==> src/design/sfa_pkg.sv <==
package sfa_pkg;
  // ==========================================================
  // Register indices; the byte address is four times the index.
  localparam logic [2:0] IDX_CTRL = 3'h0;
  localparam logic [2:0] IDX_TIME = 3'h1;
  localparam logic [2:0] IDX_LINK = 3'h2;
  localparam logic [2:0] IDX_SPARE = 3'h4;
  localparam int LANE_W = 8;
  localparam logic [3:0] CTRL_BE_MASK = 4'hd;
  localparam logic [31:0] REG0_RST = 32'h1006_0000;
  localparam logic [31:0] REGX_RST = 32'h0000_0000;
  // ==========================================================
  // Command bits, field positions and status bits.
  localparam int CMD_EN = 0;
  localparam int CMD_GAIN = 1;
  localparam int CMD_HALVE = 2;
  localparam int CMD_SRST = 3;
  localparam int STAT_LSB = 8;
  localparam int DIV_LSB = 16;
  localparam int CNV_LSB = 24;
  localparam int DELAY_LSB = 0;
  localparam int INTEG_LSB = 16;
  localparam int SYNC_LSB = 0;
  localparam int ANY_LSB = 8;
  localparam int HDR_LSB = 16;
  localparam int ST_SEND = 0;
  localparam int ST_TRGD = 1;
  localparam int ST_INTG = 2;
  localparam int ST_ADCA = 3;
  localparam int ST_ADCF = 4;
  localparam int ST_TX = 5;
  localparam int ST_RX = 6;
  localparam int ST_SPARE = 7;
  // ==========================================================
  // Readout timing in sensor clocks, stored as reload values.
  localparam logic [4:0] VID_FIRST_LD = 5'h11;
  localparam logic [4:0] VID_PITCH_LD = 5'h03;
  typedef enum logic [2:0] {
    ADC_IDLE = 3'h1,
    ADC_CONV = 3'h2,
    ADC_READ = 3'h4
  } sfa_adc_e;
  typedef struct packed {
    logic [2:0] addr;
    logic [3:0] be;
    logic rd;
    logic wr;
    logic [31:0] wdata;
  } sfa_mm_req_s;
  typedef struct packed {
    logic [31:0] data;
    logic valid;
    logic sop;
    logic eop;
  } sfa_st_s;
endpackage

==> src/design/sfa_acq.sv <==
`timescale 1ns/10ps
// Summary of operation
// - Frames out on stream, configuration via slave.
// - Four read/write 32-bit configuration registers.
// - Register 0 bits 15-8 read live status.
// - Byte lanes select affected register bytes.
// - Command bits: enable, gain, ADC clock halving.
// - Soft reset clears logic, keeps registers.
// - Status: sending, trigger delaying, integration active.
// - Status: ADC active, finished, sync tx, rx.
// - Trigger delayed by 12-bit programmed count.
// - Sensor clock is master over 2(div+1).
// - Clock rises one period after delayed trigger.
// - Realignment only lengthens clock phases.
// - Integration pulse rises on first clock rise.
// - Integration timed by 12-bit sensor-clock counter.
// - Triggers during integration are ignored.
// - Samples double-buffered, copied at merge start.
// - No new low phase before readout completes.
// - Sample triggers generated by counting sensor clocks.
// - Each trigger converts, then serial readout.
// - ADC machine runs full or half rate.
module sfa_acq import sfa_pkg::*; #(
  parameter int NUM_CH = 64,
  parameter int SMP_W = 16,
  parameter int DIV_W = 5,
  parameter int DLY_W = 12,
  parameter int INT_W = 12,
  parameter int CNV_W = 8
) (
  input wire logic ref_clk_in,
  input wire logic nrst_in,
  input wire sfa_mm_req_s mm_req_in,
  output logic [31:0] readdata_out,
  output sfa_st_s st_out,
  input wire logic st_ready_in,
  input wire logic frame_trig_in,
  input wire logic adc_sdo_in,
  input wire logic sync_tx_busy_in,
  input wire logic sync_rx_busy_in,
  output logic sensor_clk_out,
  output logic sensor_reset_out,
  output logic gain_out,
  output logic conversion_strobe_out,
  output logic adc_sck_out,
  output logic [7:0] sync_link_divider_out
);
  // ==========================================================
  // Parameter checks.
  localparam int CH_W = $clog2(NUM_CH) + 1;
  localparam int BIT_W = $clog2(SMP_W + 2);
  localparam logic [CH_W-1:0] LAST_CH = CH_W'(NUM_CH - 1);
  localparam logic [CH_W-1:0] ALL_CH = CH_W'(NUM_CH);
  if (NUM_CH < 1 || SMP_W < 2 || SMP_W > 32) begin : g_bad_size
    $error("sfa_acq: unsupported channel count or sample width");
  end
  if (DIV_W > 8 || DLY_W > 16 || INT_W > 16 || CNV_W > 8) begin : g_bad_field
    $error("sfa_acq: counter wider than its register field");
  end
  // ==========================================================
  // State.
  typedef struct packed {
    logic [31:0] reg0;
    logic [31:0] reg1;
    logic [31:0] reg2;
    logic [31:0] reg4;
    logic [31:0] rdata;
    logic [2:0] trg_sy;
    logic [1:0] sdo_sy;
    logic dly_on;
    logic [DLY_W-1:0] dly_cnt;
    logic sclk;
    logic [DIV_W:0] sck_cnt;
    logic align;
    logic shut;
    logic [INT_W-1:0] int_cnt;
    logic acq_run;
    logic acq_done;
    logic [4:0] vclk;
    logic [CH_W-1:0] ch_cnt;
    logic adc_go;
    logic adc_ph;
    sfa_adc_e adc_st;
    logic [CNV_W-1:0] cnv_cnt;
    logic conversion_strobe;
    logic sck;
    logic [BIT_W-1:0] bit_cnt;
    logic [SMP_W-1:0] shreg;
    logic [CH_W-1:0] adc_ch;
    logic [NUM_CH-1:0][SMP_W-1:0] abuf;
    logic [NUM_CH-1:0][SMP_W-1:0] tbuf;
    logic mrg_pend;
    logic tx_on;
    logic [CH_W-1:0] tx_idx;
    sfa_st_s st;
  } sfa_state_s;
  sfa_state_s s_r;
  sfa_state_s s_nxt;
  sfa_state_s keep;
  logic [7:0] stat_w;
  logic trg_edge;
  logic fire;
  logic rise;
  logic fin;
  logic [DIV_W-1:0] div;
  function automatic logic [31:0] be_merge(input logic [31:0] o, input logic [31:0] d,
                                           input logic [3:0] be);
    logic [31:0] r;
    r = o;
    for (int i = 0; i < 4; i++) begin
      if (be[i]) begin
        r[LANE_W*i +: LANE_W] = d[LANE_W*i +: LANE_W];
      end
    end
    return r;
  endfunction
  // ==========================================================
  // Live status byte.
  assign stat_w[ST_SEND] = s_r.tx_on;
  assign stat_w[ST_TRGD] = s_r.dly_on;
  assign stat_w[ST_INTG] = s_r.shut;
  assign stat_w[ST_ADCA] = s_r.acq_run | s_r.acq_done;
  assign stat_w[ST_ADCF] = s_r.acq_done;
  assign stat_w[ST_TX] = sync_tx_busy_in;
  assign stat_w[ST_RX] = sync_rx_busy_in;
  assign stat_w[ST_SPARE] = 1'b0;
  // Only the second and third flops are compared, never the first.
  assign trg_edge = s_r.trg_sy[1] & ~s_r.trg_sy[2];
  assign div = s_r.reg0[DIV_LSB +: DIV_W];
  // ==========================================================
  // Next-state logic.
  always_comb begin
    keep = '0;
    s_nxt = s_r;
    fire = 1'b0;
    rise = 1'b0;
    fin = 1'b0;
    s_nxt.trg_sy = {s_r.trg_sy[1:0], frame_trig_in};
    s_nxt.sdo_sy = {s_r.sdo_sy[0], adc_sdo_in};
    if (mm_req_in.wr) begin
      if (mm_req_in.addr == IDX_CTRL) begin
        s_nxt.reg0 = be_merge(s_r.reg0, mm_req_in.wdata, mm_req_in.be & CTRL_BE_MASK);
      end else if (mm_req_in.addr == IDX_TIME) begin
        s_nxt.reg1 = be_merge(s_r.reg1, mm_req_in.wdata, mm_req_in.be);
      end else if (mm_req_in.addr == IDX_LINK) begin
        s_nxt.reg2 = be_merge(s_r.reg2, mm_req_in.wdata, mm_req_in.be);
      end else if (mm_req_in.addr == IDX_SPARE) begin
        s_nxt.reg4 = be_merge(s_r.reg4, mm_req_in.wdata, mm_req_in.be);
      end
    end
    if (mm_req_in.rd) begin
      if (mm_req_in.addr == IDX_CTRL) begin
        s_nxt.rdata = s_r.reg0 | (32'(stat_w) << STAT_LSB);
      end else if (mm_req_in.addr == IDX_TIME) begin
        s_nxt.rdata = s_r.reg1;
      end else if (mm_req_in.addr == IDX_LINK) begin
        s_nxt.rdata = s_r.reg2;
      end else if (mm_req_in.addr == IDX_SPARE) begin
        s_nxt.rdata = s_r.reg4;
      end else begin
        s_nxt.rdata = '0;
      end
    end
    // Trigger delay; a busy shutter or pending alignment drops the edge.
    if (trg_edge && s_r.reg0[CMD_EN] && !s_r.dly_on && !s_r.align && !s_r.shut) begin
      s_nxt.dly_on = 1'b1;
      s_nxt.dly_cnt = s_r.reg1[DELAY_LSB +: DLY_W];
    end else if (s_r.dly_on) begin
      if (s_r.dly_cnt == '0) begin
        s_nxt.dly_on = 1'b0;
        fire = 1'b1;
      end else begin
        s_nxt.dly_cnt = s_r.dly_cnt - 1'b1;
      end
    end
    // Sensor clock; realignment reloads a running high phase in full and stretches a running low phase to one period.
    if (fire) begin
      s_nxt.align = 1'b1;
      s_nxt.sck_cnt = s_r.sclk ? {1'b0, div} : {div, 1'b1};
    end else if (s_r.sck_cnt == '0) begin
      s_nxt.sclk = ~s_r.sclk;
      s_nxt.sck_cnt = {1'b0, div};
      rise = ~s_r.sclk;
    end else begin
      s_nxt.sck_cnt = s_r.sck_cnt - 1'b1;
    end
    // ADC machine; placed before the sampler so a new request wins.
    s_nxt.adc_ph = ~s_r.adc_ph;
    if (!s_r.reg0[CMD_HALVE] || s_r.adc_ph) begin
      case (s_r.adc_st)
        ADC_IDLE: begin
          if (s_r.adc_go) begin
            s_nxt.adc_go = 1'b0;
            s_nxt.conversion_strobe = 1'b1;
            s_nxt.cnv_cnt = s_r.reg0[CNV_LSB +: CNV_W];
            s_nxt.adc_ch = s_r.ch_cnt - 1'b1;
            s_nxt.adc_st = ADC_CONV;
          end
        end
        ADC_CONV: begin
          if (s_r.cnv_cnt == '0) begin
            s_nxt.conversion_strobe = 1'b0;
            s_nxt.bit_cnt = '0;
            s_nxt.adc_st = ADC_READ;
          end else begin
            s_nxt.cnv_cnt = s_r.cnv_cnt - 1'b1;
          end
        end
        ADC_READ: begin
          if (!s_r.sck) begin
            s_nxt.sck = 1'b1;
          end else begin
            // One extra bit is clocked to absorb the input synchroniser latency.
            s_nxt.sck = 1'b0;
            s_nxt.shreg = {s_r.shreg[SMP_W-2:0], s_r.sdo_sy[1]};
            s_nxt.bit_cnt = s_r.bit_cnt + 1'b1;
            if (s_r.bit_cnt == BIT_W'(SMP_W)) begin
              fin = 1'b1;
              s_nxt.adc_st = ADC_IDLE;
            end
          end
        end
        default: s_nxt.adc_st = ADC_IDLE;
      endcase
    end
    // Shutter and sample triggers, both stepped on sensor clock rises.
    if (rise) begin
      if (s_r.align) begin
        s_nxt.align = 1'b0;
        s_nxt.shut = 1'b1;
        s_nxt.int_cnt = s_r.reg1[INTEG_LSB +: INT_W];
        s_nxt.acq_done = 1'b0;
      end else if (s_r.shut) begin
        if (s_r.int_cnt != '0) begin
          s_nxt.int_cnt = s_r.int_cnt - 1'b1;
        end else if (!s_r.acq_run) begin
          s_nxt.shut = 1'b0;
          s_nxt.acq_run = 1'b1;
          s_nxt.acq_done = 1'b0;
          s_nxt.vclk = VID_FIRST_LD;
          s_nxt.ch_cnt = '0;
        end
      end
      if (s_r.acq_run && s_r.ch_cnt != ALL_CH) begin
        if (s_r.vclk == '0) begin
          s_nxt.vclk = VID_PITCH_LD;
          s_nxt.adc_go = 1'b1;
          s_nxt.ch_cnt = s_r.ch_cnt + 1'b1;
        end else begin
          s_nxt.vclk = s_r.vclk - 1'b1;
        end
      end
    end
    // Stream output; the buffer copy happens as the frame starts.
    if (s_r.st.valid && st_ready_in) begin
      if (s_r.st.eop) begin
        s_nxt.st.valid = 1'b0;
        s_nxt.st.eop = 1'b0;
        s_nxt.tx_on = 1'b0;
      end else begin
        s_nxt.st.data = 32'(s_r.tbuf[s_r.tx_idx]);
        s_nxt.st.sop = 1'b0;
        s_nxt.st.eop = (s_r.tx_idx == LAST_CH);
        s_nxt.tx_idx = s_r.tx_idx + 1'b1;
      end
    end else if (!s_r.tx_on && s_r.mrg_pend) begin
      s_nxt.mrg_pend = 1'b0;
      s_nxt.tx_on = 1'b1;
      s_nxt.tbuf = s_r.abuf;
      s_nxt.tx_idx = '0;
      s_nxt.st.valid = 1'b1;
      s_nxt.st.sop = 1'b1;
      s_nxt.st.eop = 1'b0;
      s_nxt.st.data = {s_r.reg2[HDR_LSB +: 16], s_r.reg2[ANY_LSB +: 8], stat_w};
    end
    if (fin) begin
      s_nxt.abuf[s_r.adc_ch] = s_nxt.shreg;
      if (s_r.adc_ch == LAST_CH) begin
        s_nxt.acq_run = 1'b0;
        s_nxt.acq_done = 1'b1;
        s_nxt.mrg_pend = 1'b1;
      end
    end
    // Software reset holds all logic but the register bank and read data cleared.
    if (s_r.reg0[CMD_SRST]) begin
      keep = s_nxt;
      s_nxt = '0;
      s_nxt.adc_st = ADC_IDLE;
      s_nxt.reg0 = keep.reg0;
      s_nxt.reg1 = keep.reg1;
      s_nxt.reg2 = keep.reg2;
      s_nxt.reg4 = keep.reg4;
      s_nxt.rdata = keep.rdata;
    end
  end
  always_ff @(posedge ref_clk_in or negedge nrst_in) begin
    if (!nrst_in) begin
      s_r <= '0;
      s_r.adc_st <= ADC_IDLE;
      s_r.reg0 <= REG0_RST;
      s_r.reg1 <= REGX_RST;
      s_r.reg2 <= REGX_RST;
      s_r.reg4 <= REGX_RST;
    end else begin
      s_r <= s_nxt;
    end
  end
  assign readdata_out = s_r.rdata;
  assign st_out = s_r.st;
  assign sensor_clk_out = s_r.sclk;
  assign sensor_reset_out = s_r.shut;
  assign gain_out = s_r.reg0[CMD_GAIN];
  assign conversion_strobe_out = s_r.conversion_strobe;
  assign adc_sck_out = s_r.sck;
  assign sync_link_divider_out = s_r.reg2[SYNC_LSB +: 8];
  // ==========================================================
  // Checks. A phase is judged against the divider loaded with it; reset voids it.
  logic [7:0] a_cnt;
  logic [7:0] ph_cnt, ph_div;
  always_ff @(posedge ref_clk_in or negedge nrst_in) begin
    if (!nrst_in) begin
      a_cnt <= 8'h00;
      ph_cnt <= 8'h00;
      ph_div <= 8'h00;
    end else begin
      a_cnt <= fire ? 8'h01 : (s_r.align ? a_cnt + 8'h01 : 8'h00);
      ph_cnt <= (s_nxt.sclk != s_r.sclk) ? 8'h00 : ph_cnt + 8'h01;
      ph_div <= s_r.reg0[CMD_SRST] ? 8'h00 : ((fire || s_nxt.sclk != s_r.sclk) ? 8'(div) : ph_div);
    end
  end
endmodule

==> config.mk <==
export PLATFORM = sky130hd
export DESIGN_NAME = sfa_acq
export DESIGN_NICKNAME = d
export VERILOG_FILES = /design/src/design/sfa_pkg.sv /design/src/design/sfa_acq.sv
export SDC_FILE = /design/constraint.sdc
export NUM_CORES = 2
export LEC_CHECK = 0
export BUFFER_PORTS_ARGS = -buffer_cell sky130_fd_sc_hd__buf_2
export CAP_MARGIN = 0
export CORE_MARGIN = 1
export CORE_UTILIZATION = 45
export CTS_CLUSTER_SIZE = 12
export DETAILED_ROUTE_END_ITERATION = 8
export PLACE_DENSITY_LB_ADDON = 0.3
export RECOVER_POWER = 25
export SYNTH_ARGS = -nofsm -noshare
export SYNTH_HDL_FRONTEND = slang
export SYNTH_SLANG_ARGS = --single-unit
export TNS_END_PERCENT = 100
==> constraint.sdc <==
create_clock -name ref_clk_in -period 3.6 [get_ports ref_clk_in]
set_input_delay 0.54 -clock ref_clk_in [delete_from_list [all_inputs] [get_ports ref_clk_in]]
set_output_delay 0.54 -clock ref_clk_in [all_outputs]
set_load 0.01 [all_outputs]
==> out/metrics.sh <==
YOSYS_REGISTER_BITS=2339
CTS_SINKS=2339
TIMING.SETUP.TNS_NS=0
FRACTION_OF_SYNTHESIZED_AREA_IN_MULTIPLEXERS_PCT=8.09
FINAL_PERIOD_MINUS_WORST_SETUP_SLACK_NS=3.57
SYNTH.LIB_CELLS_USED.DISTINCT=88
PLACEMENT.SETUP.WORST_SLACK_NS=0.310
TIMING.CRITICAL_PATH.FANOUT_MAX=16
DP_HPWL_UM=193000
SYNTH_AREA_UM2=99100
FINAL_CORE_UTILIZATION_PCT=51.0
POWER_mW=57.7
TIMING.CRITICAL_PATH.ARRIVAL_NS=4.37
ROOT_BUFFER='sky130_fd_sc_hd__clkbuf_16'
FLOW.AREA_GROWTH_FROM_SYNTHESIS_PCT=12.2
DR.FIRST_ITER.DRC_COUNT=8977
DRV.MAX_CAP_VIOLATION_COUNT=3
DP_CELLS=11500
POST-ROUTE-CELL-AREA_UM2=111000
START_UTIL_PCT=45.5
GRT_ANTENNA_BEFORE_REPAIR=8
FP.COREAREA_UM2=218000
GLOBALROUTE.TOTALOVERFLOW=0
WORST_PATH_MAX_DELAY_CELL='sky130_fd_sc_hd__nand2_1'
FMAX_GHz=0.280
SYNTH.AVG_CELL_AREA_UM2=11.1
WORST_HOLD_SLACK_NS=0.153
ROUTE.DETAILED.DRC=0
XOR_XNOR_SHARE_OF_THE_SYNTHESIZED_AREA_PCT=0.150
DIE_HEIGHT_UM=471
FINALCLOCKSKEW_NS=0.0553
VIA_PER_INST=6.20
FIRST_GLOBAL_VIAS=73200
CTS_MADE_BUFFERS=234
YOSYS.AREA_SHARE.SIMPLE_PCT=10.6
PORT_BUFFERS=127
FINALHOLDVIOLATIONS=0
DOMINANT_COMBINATIONAL_CELL_FAMILY_BY_AREA_AFTER_SYNTHESIS='compound AO/OA/AOI/OAI gates'
INSERTION_DELAY_NS=0.89
MAX_SLEW_VIO_COUNT=175
CELL_CHAIN_OF_THE_CRITICAL_PATH='nand2b_1 > nor3_2 > nand2_1 > nor2_1 > buf_4 > a22o_1'
POSTSYNTH.TOPFLOPCELL='sky130_fd_sc_hd__dfrtp_1'
CAPTURING_ELEMENT_TYPE_OF_THE_CRITICAL_PATH='flop'
ROUTE.FINAL.WIRE_LENGTH_UM=311000
RSZ0062_AT_GRT='no'
ROUTE.VIAS.TOTAL=74000
CP-START-KIND='flop'
YOSYSSEQAREASHARE_PCT=59.1
SHARE_OF_LAYOUT_CELLS_ABOVE_DRIVE_STRENGTH_1_PCT=14.5
STATUS='finished, violations left'
SYNTHESIS.YOSYS.WARNINGS=0
CP_TOP_FAMILY='simple AND/OR/NAND/NOR gates'
POST_SYNTH_ADDER_CELL_AREA_PCT=0.189
CLOCKBUFFERDEPTH=3
SYNTH_ENABLE_FLOP_CELLS=0
ROUTE.ANTENNA.REMAINING_NETS=0
POST-ROUTE-WORST-SETUP-SLACK_NS=0.0345
FINAL_CELLS=11900
FINAL_MIN_PERIOD_OVER_CLOCK_PERIOD_PCT=99.0
TRITONCTS='built'
GPL.FINAL_WEIGHTED_CONGESTION=0.916
FRACTION_OF_THE_MAPPED_NETLIST_AREA_IN_COMPOUND_GATES_PCT=18.0
GR-USAGE-ALL-LAYERS_PCT=27.8
MAPPED_CELLS=8952
CLK_PIN_SLEW_WORST_PATHS_NS=0.06
FAILED_CHECKS='capacitance limit, slew limit'
AVERAGE_DETAILED_ROUTED_WIRE_LENGTH_PER_INSTANCE_UM=26.0
CTS-RESIZED-GATES=0
DRT-PASS1-ITER-COUNT=8
PLACE_AREA_UM2=104000
LAYOUT_COMMON_CELLS='sky130_fd_sc_hd__dfrtp_1, sky130_fd_sc_hd__nand2_1, sky130_fd_sc_hd__a21oi_1'
WORST-SLEW-PIN-TRANSITION_NS=2.27
CP_NUM_BUF_INV=1
GRT_PASS1_WL_UM=473000
HTREEDEPTH=4
ASYNC_RESET_FF_SHARE_PCT=100
NUMBER_OF_SETUP_VIOLATIONS_IN_THE_FINAL_REPORT=0
GRT_MAX_DEGREE=205
PEAKVDDDROP_V=0.000441
DIE_W_UM=471
POWER.STATIC_LEAKAGE_nW=48.9
CRIT_PATH_LARGEST_CELL_DELAY_NS=0.91
TIMING.REG2REG.SETUP_SLACK_NS=0.03
NETS=8974
IOS=128
POWER-PER-CELL-AREA_nW_PER_UM2=519
PLACEMENT_ROWS=171
DESIGN.DIE.AREA_UM2=222000
MIN-DELAY-PATH-CLASS='input pin to flop'
CRITPATHKIND='flop to flop'
SLEW_HEADROOM_PCT=-51.2
CRIT_REQUIRED_NS=4.41
SYN_NETS=9015
LAYOUT_COMMONEST_CELL='sky130_fd_sc_hd__dfrtp_1'
FINAL_LAYOUT_FILL_CELL_COUNT=18900
final timing paths:
| kind | from | endpoint | cells past startpoint |
|---|---|---|---|
| setup / recovery | s_r[2098] | s_r[1776] | 6 |
| hold / removal | mm_req_in[38] | readdata_out[11] | 3 |
| setup reg to reg | s_r[2098] | s_r[1776] | 6 |
| hold reg to reg | s_r[2133] | s_r[2133] | 1 |
| max in group asynchronous | nrst_in | s_r[1451] | 3 |
| min in group asynchronous | nrst_in | s_r[752] | 2 |
timing repair:
item | 4_1_cts | 5_1_grt
endpoints found under the hold margin | 175 | 0
hold buffers | 36 | 0
buffers inserted | 0 | 0
metal layers:
layer	share of wire [%]	global-route usage [%]	vias to the layer above
met1	41	38.5	38400
met3	8.6	5.90	617
met5	0.023	0	-
met4	4.4	11.5	10
met2	46	42.7	3409
li1	-	-	31500
synth_stat cells (5+ instances only):
master	number	area share, %
sky130_fd_sc_hd__ha_1	15	0.19
sky130_fd_sc_hd__or3_1	15	0.095
sky130_fd_sc_hd__nand2_1	2190	8.3
sky130_fd_sc_hd__nand4_1	6	0.038
sky130_fd_sc_hd__o221ai_1	14	0.12
sky130_fd_sc_hd__o22ai_1	19	0.12
sky130_fd_sc_hd__a21oi_2	8	0.071
sky130_fd_sc_hd__nand3_1	49	0.25
sky130_fd_sc_hd__nor2_4	8	0.091
sky130_fd_sc_hd__o21ai_0	76	0.38
sky130_fd_sc_hd__nor3b_1	15	0.11
sky130_fd_sc_hd__mux2_2	197	2.2
sky130_fd_sc_hd__a21oi_1	1155	5.8
sky130_fd_sc_hd__o21bai_1	7	0.053
sky130_fd_sc_hd__buf_4	99	0.75
sky130_fd_sc_hd__clkbuf_1	550	2.1
sky130_fd_sc_hd__o2bb2ai_1	6	0.053
sky130_fd_sc_hd__a2111oi_0	9	0.080
sky130_fd_sc_hd__a221oi_1	17	0.15
sky130_fd_sc_hd__nor2b_1	26	0.16
sky130_fd_sc_hd__inv_1	33	0.12
sky130_fd_sc_hd__or2_2	5	0.032
sky130_fd_sc_hd__mux4_2	226	5.1
sky130_fd_sc_hd__buf_1	52	0.20
sky130_fd_sc_hd__nor2_1	183	0.69
sky130_fd_sc_hd__o211ai_1	9	0.068
sky130_fd_sc_hd__a221o_1	9	0.091
sky130_fd_sc_hd__or4_1	10	0.076
sky130_fd_sc_hd__a22oi_1	93	0.70
sky130_fd_sc_hd__nand3b_1	10	0.076
sky130_fd_sc_hd__or3b_2	5	0.044
sky130_fd_sc_hd__buf_2	141	0.71
sky130_fd_sc_hd__mux2i_1	71	0.72
sky130_fd_sc_hd__a21o_1	25	0.19
sky130_fd_sc_hd__nor3_1	25	0.13
sky130_fd_sc_hd__a211oi_1	44	0.33
sky130_fd_sc_hd__xnor2_1	15	0.13
sky130_fd_sc_hd__o211a_1	9	0.091
sky130_fd_sc_hd__dfrtp_1	2335	59
sky130_fd_sc_hd__a31oi_1	17	0.11
sky130_fd_sc_hd__nand2b_1	19	0.12
sky130_fd_sc_hd__o31ai_1	19	0.14
sky130_fd_sc_hd__and3_1	9	0.057
sky130_fd_sc_hd__a22o_1	1038	9.2
logic make-up after synthesis:
family / Yosys count
compound gates: 2601
xor+xnor: 17
fa+ha+maj: 15
buf+inv: 877
flops: 2339
mux: 494
simple gates: 2609
registers in the layout (all words and copies together), names as in the netlist:
name / cells
st_out: 34
sensor_reset_out: 1
div: 5
adc_sck_out: 1
sensor_clk_out: 1
readdata_out: 32
sync_link_divider_out: 8
conversion_strobe_out: 1
gain_out: 1
s_r: 2255
final cells by class:
cell class | count | area, um2 | area share [%]
Antenna cell | 6 | 15.0 | 0.0135
Clock buffer | 345 | 6680 | 6.01
Clock inverter | 47 | 623 | 0.560
Inverter | 34 | 128 | 0.115
Multi-Input combinational cell | 5736 | 36900 | 33.2
Sequential cell | 2339 | 58500 | 52.7
Tap cell | 2854 | 3570 | 3.21
Timing Repair Buffer | 566 | 4680 | 4.21
report_power, final:
| group | leakage [nW] | internal [mW] | switching, mW |
|---|---|---|---|
| registers | 32.4 | 26.8 | 0.622 |
| clock network | 3.57 | 13.3 | 10.4 |
| logic | 13.0 | 1.58 | 4.92 |
| total | 48.9 | 41.7 | 16.0 |
tightest hold or removal path, delay by kind of cell:
family | cells | cell delay [ns]
buffers and inverters | 1 | 0.13
AO/OA/AOI/OAI | 2 | 0.31
Power figures use the tool's default switching activity.
